**config.mk**
```make
export PLATFORM = sky130hd
export DESIGN_NAME = sevr_status_event_registers
export DESIGN_NICKNAME = d
export VERILOG_FILES = /design/src/hdl/sevr_pkg.sv /design/src/hdl/sevr_status_event_registers.sv
export SDC_FILE = /design/constraint.sdc
export NUM_CORES = 1
export LEC_CHECK = 0
export BUFFER_PORTS_ARGS = -buffer_cell sky130_fd_sc_hd__buf_4
export CELL_PAD_IN_SITES_DETAIL_PLACEMENT = 1
export CELL_PAD_IN_SITES_GLOBAL_PLACEMENT = 1
export CORE_MARGIN = 2
export CORE_UTILIZATION = 36
export DETAILED_ROUTE_END_ITERATION = 7
export GPL_TIMING_DRIVEN = 1
export PLACE_DENSITY_LB_ADDON = 0.1
export REMOVE_ABC_BUFFERS = 1
export SLEW_MARGIN = 20
export SYNTH_ARGS = -nofsm -noshare
export SYNTH_HDL_FRONTEND = slang
export SYNTH_SLANG_ARGS = --single-unit
export TNS_END_PERCENT = 5
```
**constraint.sdc**
```tcl
create_clock -name mclk -period 1.3 [get_ports mclk]
set_input_delay 0.195 -clock mclk [delete_from_list [all_inputs] [get_ports mclk]]
set_output_delay 0.195 -clock mclk [all_outputs]
set_load 0.01 [all_outputs]
```
**src/hdl/sevr_pkg.sv**
```systemverilog
package sevr_pkg;

	localparam int SEVR_WIDTH = 16;
	localparam int SEVR_DEC_DIGITS = 5;

	// bit positions within each event register
	localparam int SEVR_MEAS_OVERFLOW_POS = 3;
	localparam int SEVR_MEAS_TIMEOUT_POS = 4;
	localparam int SEVR_MEAS_READY_POS = 5;
	localparam int SEVR_MEAS_AVERAGE_POS = 9;
	localparam int SEVR_QUES_CAL_POS = 8;
	localparam int SEVR_OPER_LIMIT_POS = 3;
	localparam int SEVR_OPER_TRIP_POS = 4;
	localparam int SEVR_OPER_THERMAL_POS = 5;
	localparam int SEVR_OPER_SUPPLY_POS = 6;

	localparam logic [15:0] SEVR_MEAS_MASK = 16'h0238;
	localparam logic [15:0] SEVR_QUES_MASK = 16'h0100;
	localparam logic [15:0] SEVR_OPER_MASK = 16'h0078;
	localparam logic [15:0] SEVR_RESET_VALUE = 16'h0000;

	typedef enum logic [1:0] {
		SEVR_SEL_MEAS,
		SEVR_SEL_QUES,
		SEVR_SEL_OPER,
		SEVR_SEL_NONE
	} sevr_sel_t;

	// internal conditions, one-cycle event pulses except where noted
	typedef struct packed {
		logic reading_overflow;
		logic pulse_timeout;
		logic reading_ready;
		logic average_done;
		logic cal_invalid;
		logic cal_done_ok;
		logic in_limit;       // level
		logic limit_tripped;
		logic thermal_off;
		logic supply_off;
		logic output_on;
	} sevr_cond_t;

	// answer: 5 bcd digits, most significant first
	typedef struct packed {
		logic [SEVR_DEC_DIGITS*4-1:0] digits;
		logic [SEVR_WIDTH-1:0] raw;
	} sevr_answer_t;

endpackage

```
**src/hdl/sevr_status_event_registers.sv**
```systemverilog
// Operation
// - a read clears the register after its value is returned, except bits set again in the read cycle
// - value is returned as unsigned integer, one bit per set position
// - measurement bit 3 sets on reading over range
// - measurement bit 4 sets on pulse timeout
// - measurement bit 5 sets when a reading is processed
// - measurement bit 9 sets when average count collected
// - questionable bit 8 sets on invalid calibration constant at power-up
// - calibration fault clears after successful calibration
// - operation bit 3 held set while in current limit
// - operation bit 3 clears when current limit is left
// - operation bit 4 sets when output tripped by current limit
// - operation bit 4 clears when output switched back on
// - operation bit 5 sets on overheat shutdown
// - operation bit 5 clears when output switched back on
// - operation bit 6 sets on supply or overheat shutdown
`timescale 1ns/1ns
`default_nettype none
module sevr_status_event_registers
	import sevr_pkg::*;
(
	input wire logic mclk, // 250 MHz clock
	input wire logic rstn, // async reset, active low
	input wire logic ce, // clock enable, freezes event registers and answer when low
	input wire sevr_cond_t cond, // internal event conditions
	input wire logic query_valid, // read request strobe
	input wire sevr_sel_t query_sel, // register to read
	output logic query_ready, // always high; a request is taken only while ce is high and query_sel is not SEVR_SEL_NONE
	output logic answer_valid, // one-cycle answer strobe
	output sevr_answer_t answer, // registered answer value
	output logic [SEVR_WIDTH-1:0] meas_now, // live measurement register
	output logic [SEVR_WIDTH-1:0] ques_now, // live questionable register
	output logic [SEVR_WIDTH-1:0] oper_now // live operation register
);

	// binary to packed bcd, double dabble
	function automatic logic [SEVR_DEC_DIGITS*4-1:0] to_decimal(input logic [SEVR_WIDTH-1:0] v);
		logic [SEVR_DEC_DIGITS*4+SEVR_WIDTH-1:0] s;
		s = {{(SEVR_DEC_DIGITS*4){1'b0}}, v};
		for (int i = 0; i < SEVR_WIDTH; i++) begin
			for (int d = 0; d < SEVR_DEC_DIGITS; d++) begin
				if (s[SEVR_WIDTH+d*4 +: 4] > 4'h4) begin
					s[SEVR_WIDTH+d*4 +: 4] = s[SEVR_WIDTH+d*4 +: 4] + 4'h3;
				end
			end
			s = s << 1;
		end
		return s[SEVR_DEC_DIGITS*4+SEVR_WIDTH-1 -: SEVR_DEC_DIGITS*4];
	endfunction

	// read-clear with set priority over the clear
	function automatic logic [SEVR_WIDTH-1:0] update(input logic [SEVR_WIDTH-1:0] cur, input logic [SEVR_WIDTH-1:0] sets,
			input logic [SEVR_WIDTH-1:0] clrs, input logic rd, input logic [SEVR_WIDTH-1:0] mask);
		logic [SEVR_WIDTH-1:0] kept;
		kept = rd ? SEVR_RESET_VALUE : cur;
		return ((kept & ~clrs) | sets) & mask;
	endfunction

	logic [1:0] rst_sync;
	logic rst_n_int;
	always_ff @(posedge mclk or negedge rstn) begin
		if (!rstn) begin
			rst_sync <= 2'h0;
		end else begin
			rst_sync <= {rst_sync[0], 1'b1};
		end
	end
	assign rst_n_int = rst_sync[1];

	logic [SEVR_WIDTH-1:0] measurement_event_reg, next_measurement_event_reg;
	logic [SEVR_WIDTH-1:0] questionable_event_reg, next_questionable_event_reg;
	logic [SEVR_WIDTH-1:0] operation_event_reg, next_operation_event_reg;
	logic next_answer_valid;
	sevr_answer_t next_answer;
	logic take;
	logic [SEVR_WIDTH-1:0] meas_set, ques_set, ques_clr, oper_set, oper_clr;

	assign query_ready = 1'b1; // single-cycle read, never stalls
	assign take = ce && query_valid && query_sel != SEVR_SEL_NONE;

	always_comb begin
		meas_set = SEVR_RESET_VALUE;
		meas_set[SEVR_MEAS_OVERFLOW_POS] = cond.reading_overflow;
		meas_set[SEVR_MEAS_TIMEOUT_POS] = cond.pulse_timeout;
		meas_set[SEVR_MEAS_READY_POS] = cond.reading_ready;
		meas_set[SEVR_MEAS_AVERAGE_POS] = cond.average_done;
		ques_set = SEVR_RESET_VALUE;
		ques_set[SEVR_QUES_CAL_POS] = cond.cal_invalid;
		ques_clr = SEVR_RESET_VALUE;
		ques_clr[SEVR_QUES_CAL_POS] = cond.cal_done_ok;
		oper_set = SEVR_RESET_VALUE;
		oper_set[SEVR_OPER_LIMIT_POS] = cond.in_limit;
		oper_set[SEVR_OPER_TRIP_POS] = cond.limit_tripped;
		oper_set[SEVR_OPER_THERMAL_POS] = cond.thermal_off;
		oper_set[SEVR_OPER_SUPPLY_POS] = cond.supply_off | cond.thermal_off;
		oper_clr = SEVR_RESET_VALUE;
		oper_clr[SEVR_OPER_LIMIT_POS] = ~cond.in_limit;
		oper_clr[SEVR_OPER_TRIP_POS] = cond.output_on;
		oper_clr[SEVR_OPER_THERMAL_POS] = cond.output_on;
	end

	always_comb begin
		next_measurement_event_reg = update(measurement_event_reg, meas_set, SEVR_RESET_VALUE,
			take && query_sel == SEVR_SEL_MEAS, SEVR_MEAS_MASK);
		next_questionable_event_reg = update(questionable_event_reg, ques_set, ques_clr,
			take && query_sel == SEVR_SEL_QUES, SEVR_QUES_MASK);
		next_operation_event_reg = update(operation_event_reg, oper_set, oper_clr,
			take && query_sel == SEVR_SEL_OPER, SEVR_OPER_MASK);
		next_answer_valid = take;
		next_answer = answer;
		if (take) begin
			case (query_sel)
				SEVR_SEL_MEAS: next_answer.raw = measurement_event_reg;
				SEVR_SEL_QUES: next_answer.raw = questionable_event_reg;
				SEVR_SEL_OPER: next_answer.raw = operation_event_reg;
				default: next_answer.raw = SEVR_RESET_VALUE;
			endcase
			next_answer.digits = to_decimal(next_answer.raw);
		end
	end

	// value returned is the pre-clear content
	always_ff @(posedge mclk or negedge rst_n_int) begin
		if (!rst_n_int) begin
			measurement_event_reg <= SEVR_RESET_VALUE;
			questionable_event_reg <= SEVR_RESET_VALUE;
			operation_event_reg <= SEVR_RESET_VALUE;
			answer_valid <= 1'b0;
			answer <= '0;
		end else if (ce) begin
			measurement_event_reg <= next_measurement_event_reg;
			questionable_event_reg <= next_questionable_event_reg;
			operation_event_reg <= next_operation_event_reg;
			answer_valid <= next_answer_valid;
			answer <= next_answer;
		end
	end

	assign meas_now = measurement_event_reg;
	assign ques_now = questionable_event_reg;
	assign oper_now = operation_event_reg;

endmodule
`default_nettype wire

```
==> results of run 1 <==
==> state kept, by name (all words and copies together), names as in the netlist <==
signal,flops
answer_valid,1
meas_now,4
ques_now,1
oper_now,4
rst_sync,2
answer,18
==> power by group through the flow <==
| stage | clock network [uW] | logic, uW | registers, uW |
|---|---|---|---|
| 2_1_floorplan | 0 | 1090 | 1310 |
| 3_3_place_gp | 0 | 2190 | 1210 |
| 3_5_place_dp | 0 | 2260 | 1220 |
| 4_1_cts | 853 | 2590 | 1210 |
| 5_1_grt | 896 | 3240 | 1230 |
| 6_report | 862 | 3020 | 1210 |
==> cell usage in the layout (no fill, tap or decap), drive strengths merged, types with 4 or more instances in the layout <==
| cell | n |
|---|---|
| clkbuf | 6 |
| nand2 | 29 |
| mux2i | 4 |
| nor2 | 16 |
| nand3b | 4 |
| a21o | 5 |
| buf | 136 |
| ha | 9 |
| o21ai | 23 |
| dfrtp | 30 |
| a21oi | 9 |
| a22o | 7 |
| nor3 | 11 |
| conb | 63 |
| and2 | 4 |
| a31oi | 4 |
| inv | 7 |
| nor2b | 4 |
| xnor2 | 6 |
| nor3b | 5 |
==> what timing repair did <==
action / 4_1_cts / 5_1_grt
endpoints found under the setup margin: 10 / 14
hold endpoints to repair: 2 / 0
pin swaps: 14 / 20
hold buffers: 1 / 0
resized for setup: 26 / 33
gates cloned: 1 / 0
buffers inserted: 17 / 9
==> area by class of cell <==
cell class / count / area (sq um) / area share [%]
well taps: 96 / 120 / 3.15
repair buffers: 137 / 1050 / 27.5
multi-input cells: 251 / 1770 / 46.4
inverters: 7 / 31.3 / 0.820
flip-flops and latches: 30 / 751 / 19.7
clock buffers: 6 / 82.6 / 2.16
clock inverters: 2 / 12.5 / 0.328
==> logic make-up after synthesis <==
kind of cell	Yosys count
adder cells (fa/ha/maj)	10
other	2
flip-flops	30
XOR/XNOR	7
multiplexers	7
AND/OR/NAND/NOR	89
buffers and inverters	79
AO/OA/AOI/OAI	74
==> worst max-delay path, cell delays in order (launching register included) <==
cell	delay [ps]
dfrtp_1	400
nand3b_1	170
ha_4	250
nor2b_4	140
a2bb2oi_2	140
and2_4	180
ha_4	160
nor3_4	220
nor2_2	70
xnor2_2	220
ha_4	220
buf_6	140
nand3b_1	100
nor4_1	50
a311o_1	350
nor3b_4	370
buf_6	200
a31oi_4	120
nor3b_2	180
o32a_1	360
o21a_1	110
==> through the flow <==
step           power (uW)  area, sq um  setup WS (ps)  cells
2_1_floorplan        2400         2300          -3440    287
3_5_place_dp         3480         3250          -3160    493
4_1_cts              4650         3610          -2800    520
3_3_place_gp         3400         3250          -2870    493
5_1_grt              5370         3820          -3090    529
6_report             5090         3820          -2950    529
==> per-layer routing <==
metal / up-vias / part of all wire [%] / wire, um / global-route usage (%)
li1: 1193 / - / - / -
met4: 0 / 1.6 / 146 / 7.30
met1: 1292 / 42 / 3930 / 27.0
met3: 13 / 4.6 / 424 / 2.52
met5: - / 0 / 0 / 0
met2: 96 / 51 / 4760 / 39.1
==> worst paths after layout <==
kind,start,to,slack [ps],depth (start not counted)
setup / recovery,oper_now[6],answer[23],-2950,20
hold / removal,cond[4],oper_now[3],130,2
max in group asynchronous,rst_sync[1],answer[3],730,1
setup reg to reg,oper_now[6],answer[23],-2950,20
min in group asynchronous,rstn,rst_sync[0],230,2
hold reg to reg,rst_sync[1],oper_now[6],270,1
==> metrics.csv, run 1 <==
metric,value,unit
cp-end-kind,flip-flop,
ys_warn_count,0,
avgSynthCellArea,8.70,sq um
crit_path_max_fanout,8,
dpl.hpwl,5540,um
drive_above_1_share,44.3,%
syn_to_final_growth,47.2,%
synthArstFlopShare,100,%
vias,2594,
rsz0062_at_grt,true,
slew_violations,0,
ys_top_cells_by_area,"dfrtp_1 (29%), buf_4 (17%), ha_1 (4.3%)",
antenna_cells,0,
cts_tree,done,
p_switching,2050,uW
fin_skew,9.48,ps
final_nets,458,
worst-setup-path-type,flip-flop to flip-flop,
chipWidth,88.9,um
post-route-period-util,327,%
track_usage,21.8,%
cts_buffers,5,
ys_seq_elements,30,
timing.fmax,235,MHz
cts_sinks,30,
rows,30,
peakVddDrop,0.000469,V
required,1490,ps
antenna_found_initial,0,
hold_viol,0,
synth_top_family_by_area,compound AO/OA/AOI/OAI gates,
holdWs,129,ps
power.density,1330,nW/um^2
synth_edf_count,0,
p_leak,0.00186,uW
worst_slack,-2950,ps
wl_per_cell,17.5,um
synth_cell_type_count,61,
p_int,3040,uW
grt_pass1_vias,2653,
fp.dieH,88.9,um
syn-cell-area,2590,sq um
yosys-top-cells-count,"buf_4 (59), dfrtp_1 (30), nand2_1 (29)",
drv_cap,0,
ys_seq_area_share,29.0,%
grt_start_max_net_pins,29,
yosys.area_share.simple,18.4,%
drc_errors,0,
htreeDepth,2,
io_pins,103,
grt_pass1_wl,13300,um
synth-main-ff-cell,dfrtp_1,
fp.coreArea,6870,sq um
clock_latency,300,ps
synthAdderAreaFrac,4.73,%
ant_nets,0,
clockBufferDepth,2,
netlist_instances,298,
dieArea,7900,sq um
p_comb_share,59.4,%
p_seq_share,23.7,%
synth_compound_area_share,21.3,%
synthXorXnorAreaFrac,2.36,%
final_core_util,55.6,%
violations,negative setup slack,
cp_data_arrival_time,4450,ps
path_clk_slew,80,ps
nFillCells,826,
setup_tns,-26440,ps
startpoint_type,flip-flop,
initial_core_util,37.7,%
setup_viol,12,
synth_area_leader_cell,dfrtp_1,
numPortBuffers,44,
status,finished with violations,
fin_crit,4250,ps
wl,9260,um
hold_path_class,input port to flip-flop,
first_pass_iters,4,
via_per_inst,4.90,
switching_share,40.2,%
place_congestion,0.824,
cts-root-buf,clkbuf_8,
clkPwrFrac,16.9,%
synthDominantCellAreaShare,29.0,%
drtIter0Drc,120,
synth_most_common_cell,buf_4,
overflow,0,
yosys-mux-area-fraction,2.99,%
Note: power is estimated with default switching activity, not from simulation.
==> run 2, diff against run 1 <==
ABC_AREA = 1   (was not set)
CORE_UTILIZATION = 34   (was 36)
==> run 2 against run 1 <==
The run still ends with negative setup slack left. Routed wire length fell by 16%. Global-route usage is 2.2 points lower. Critical path depth rose by 9. Power up 9.2%. Utilization fell by 1.9 points. Count of clock-buffer cells in the layout rose by 1. Clock power grew 11%. Flip-flop and latch count is the same. First-iteration DRC count grew 11%. Final cell count up 6.8%. Non-clock buffer count rose by 6. Register-to-register slack better by 730 ps. Largest cell class unchanged.
==> metrics.csv, run 2 <==
metric,value,unit,change
cpMostUsedCell,buf_4,,
dieArea,7940,sq um,+0.59%
crit_path_max_fanout,3,,-5
peakVddDrop,0.000591,V,+26%
cp-end-kind,flip-flop,,
synthDominantCellAreaShare,30.5,%,+1.5 points
yosys.area_share.simple,31.3,%,+13 points
drive_above_1_share,50.2,%,+5.9 points
p_leak,0.00209,uW,+12%
place_area,3140,sq um,-3.3%
netlist_instances,316,,+6.0%
slowest_stage,dfrtp_1,,
ys_top_cells_by_area,"dfrtp_1 (30%), buf_4 (18%), nand2_1 (11%)",,
fp.coreArea,7140,sq um,+3.9%
io_pins,103,,unchanged
grt_pass1_vias,2473,,-6.8%
grt_pass1_wl,12000,um,-9.6%
synth_cell_type_count,33,,-46%
status,finished with violations,,
final_core_util,53.6,%,-1.9 points
ys_warn_count,0,,unchanged
synth-main-ff-cell,dfrtp_1,,
numPortBuffers,44,,unchanged
place_congestion,0.724,,-12%
power.total,5560,uW,+9.2%
largest-register,answer,,
cts-root-buf,clkbuf_8,,
initial_core_util,34.5,%,-3.2 points
p_seq_share,22.0,%,-1.7 points
antenna_found_initial,0,,unchanged
synth_compound_area_share,8.02,%,-13 points
worst_slack,-2230,ps,+728 ps
post-route-period-util,271,%,-56 points
first_pass_iters,4,,unchanged
synthArstFlopShare,100,%,unchanged
timing.fmax,284,MHz,+21%
p_int,3290,uW,+8.3%
ys_seq_elements,30,,unchanged
drv_cap,0,,unchanged
setup_tns,-20040,ps,+6400 ps
synth_top_family_by_area,simple AND/OR/NAND/NOR gates,,
dpl.hpwl,4750,um,-14%
slew_violations,0,,unchanged
synthAdderAreaFrac,4.57,%,-0.16 points
wl,7770,um,-16%
mostFrequentLayoutCells,"buf_4 (141), conb_1 (63), nand2_1 (58), dfrtp_1 (30), inv_1 (24)",,
setup_viol,10,,-2
layout_commonest_cell,buf_4,,
ys_seq_area_share,30.5,%,+1.5 points
avgSynthCellArea,7.80,sq um,-10%
p_comb_share,60.7,%,+1.3 points
via_per_inst,4.30,,-12%
cts_buffers,5,,unchanged
largest_reg_flops,18,,unchanged
final_nets,491,,+7.2%
drc_errors,0,,unchanged
yosys-mux-area-fraction,0,%,-3.0 points
power.density,1450,nW/um^2,+8.9%
synth_most_common_cell,nand2_1,,
synth_edf_count,0,,unchanged
track_usage,19.6,%,-2.2 points
hold_path_class,input port to flip-flop,,
fp.dieH,89.1,um,+0.29%
yosys-top-cells-count,"nand2_1 (73), buf_4 (58), inv_1 (32)",,
cp_data_arrival_time,3710,ps,-740 ps
cts_sinks,30,,unchanged
startpoint_type,flip-flop,,
syn_to_final_growth,55.4,%,
p_switching,2260,uW,+10%
clock_latency,290,ps,about the same
switching_share,40.7,%,+0.48 points
rows,31,,+3.3%
vias,2428,,-6.4%
clkPwrFrac,17.3,%,+0.4 points
final_area,3830,sq um,+0.30%
htreeDepth,2,,unchanged
wl_per_cell,13.8,um,-21%
ant_nets,0,,unchanged
synth_area_leader_cell,dfrtp_1,,
grt_start_max_net_pins,29,,unchanged
fin_skew,8.59,ps,-0.890 ps
cts_tree,done,,
holdWs,119,ps,-10.8 ps
clockBufferDepth,2,,unchanged
drtIter0Drc,133,,+11%
violations,negative setup slack,,
chipWidth,89.1,um,+0.29%
rsz0062_at_grt,true,,
syn-cell-area,2460,sq um,-5.0%
fin_crit,3530,ps,-728 ps
path_clk_slew,70,ps,about the same
overflow,0,,unchanged
worst-setup-path-type,flip-flop to flip-flop,,
antenna_cells,0,,unchanged
synthXorXnorAreaFrac,1.02,%,-1.3 points
max_stage_delay,400,ps,about the same
required,1480,ps,about the same
hold_viol,0,,unchanged
[run 2: changes by cell type after synthesis, sizes merged, moves of 6 or more]
| cell | change |
|---|---|
| nand2 | +67 |
| nand3 | +31 |
| inv | +29 |
| nor3 | -11 |
| nor2 | -9 |
| o21ai | -7 |
| a21oi | -6 |
| buf | -6 |
| nand4 | +6 |
[run 2: stage by stage]
step | instances | worst slack [ps]
finish | 565 | -2230
global route | 565 | -2410
CTS | 561 | -2020
detailed placement | 519 | -2510
global placement | 519 | -2290
floorplan | 315 | -2360
[run 2: critical path, delay by kind of cell (launching register included)]
family	cells	cell delay (ps)
adder cells (fa/ha/maj)	1	160
buffers and inverters	10	1250
AND/OR/NAND/NOR	18	1630
flip-flops	1	400
[run 2: worst paths after layout]
check	from	end	slack [ps]	cells past startpoint
worst min register to register	rst_sync[1]	ques_now[8]	240	1
worst min-delay path	cond[3]	oper_now[4]	120	2
min in group asynchronous	rstn	rst_sync[1]	220	2
worst max register to register	oper_now[6]	answer[21]	-2230	29
max in group asynchronous	rst_sync[1]	meas_now[4]	770	1
worst max-delay path	oper_now[6]	answer[21]	-2230	29
[run 2: final cells by class]
cell class / count / area (sq um)
fill: 929 / 3310
multi-input combinational: 248 / 1620
clock buffer: 7 / 76.3
timing repair buffer: 143 / 1080
inverter: 37 / 151
clock inverter: 1 / 30.0
sequential: 30 / 751
tap: 99 / 124
[run 2: power by group through the flow]
stage | Sequential, uW | Clock [uW] | Combinational (uW)
finish | 1220 | 960 | 3370
global route | 1250 | 1010 | 3680
CTS | 1220 | 974 | 2840
detailed placement | 1240 | 0 | 2310
global placement | 1230 | 0 | 2260
floorplan | 1330 | 0 | 1220
[run 2: cells by family (layout without fill, tap and decap cells)]
| group | after synthesis | count (layout) |
|---|---|---|
| buffers and inverters | 99 | 188 |
| DFF | 30 | 30 |
| other | 2 | 63 |
| and+or+nand+nor | 144 | 144 |
| AOI/OAI and AO/OA | 30 | 30 |
| adders and majority gates | 9 | 9 |
| xor gates and xnor gates | 2 | 2 |
[run 2: routing by layer]
metal | GRT usage, % | vias to the layer above | routed length (um) | part of all wire [%]
li1 | - | 1186 | - | -
met1 | 22.8 | 1146 | 3080 | 40
met2 | 37.2 | 82 | 4180 | 54
met3 | 3.69 | 14 | 369 | 4.7
met4 | 4.07 | 0 | 139 | 1.8
met5 | 0 | - | 0 | 0
[run 2: repair_timing]
action,4_1_cts,5_1_grt
endpoints found under the hold margin,2,0
endpoints found under the setup margin,11,12
buffers inserted,33,4
resized for setup,39,35
hold buffers,1,0
pin swaps,27,22
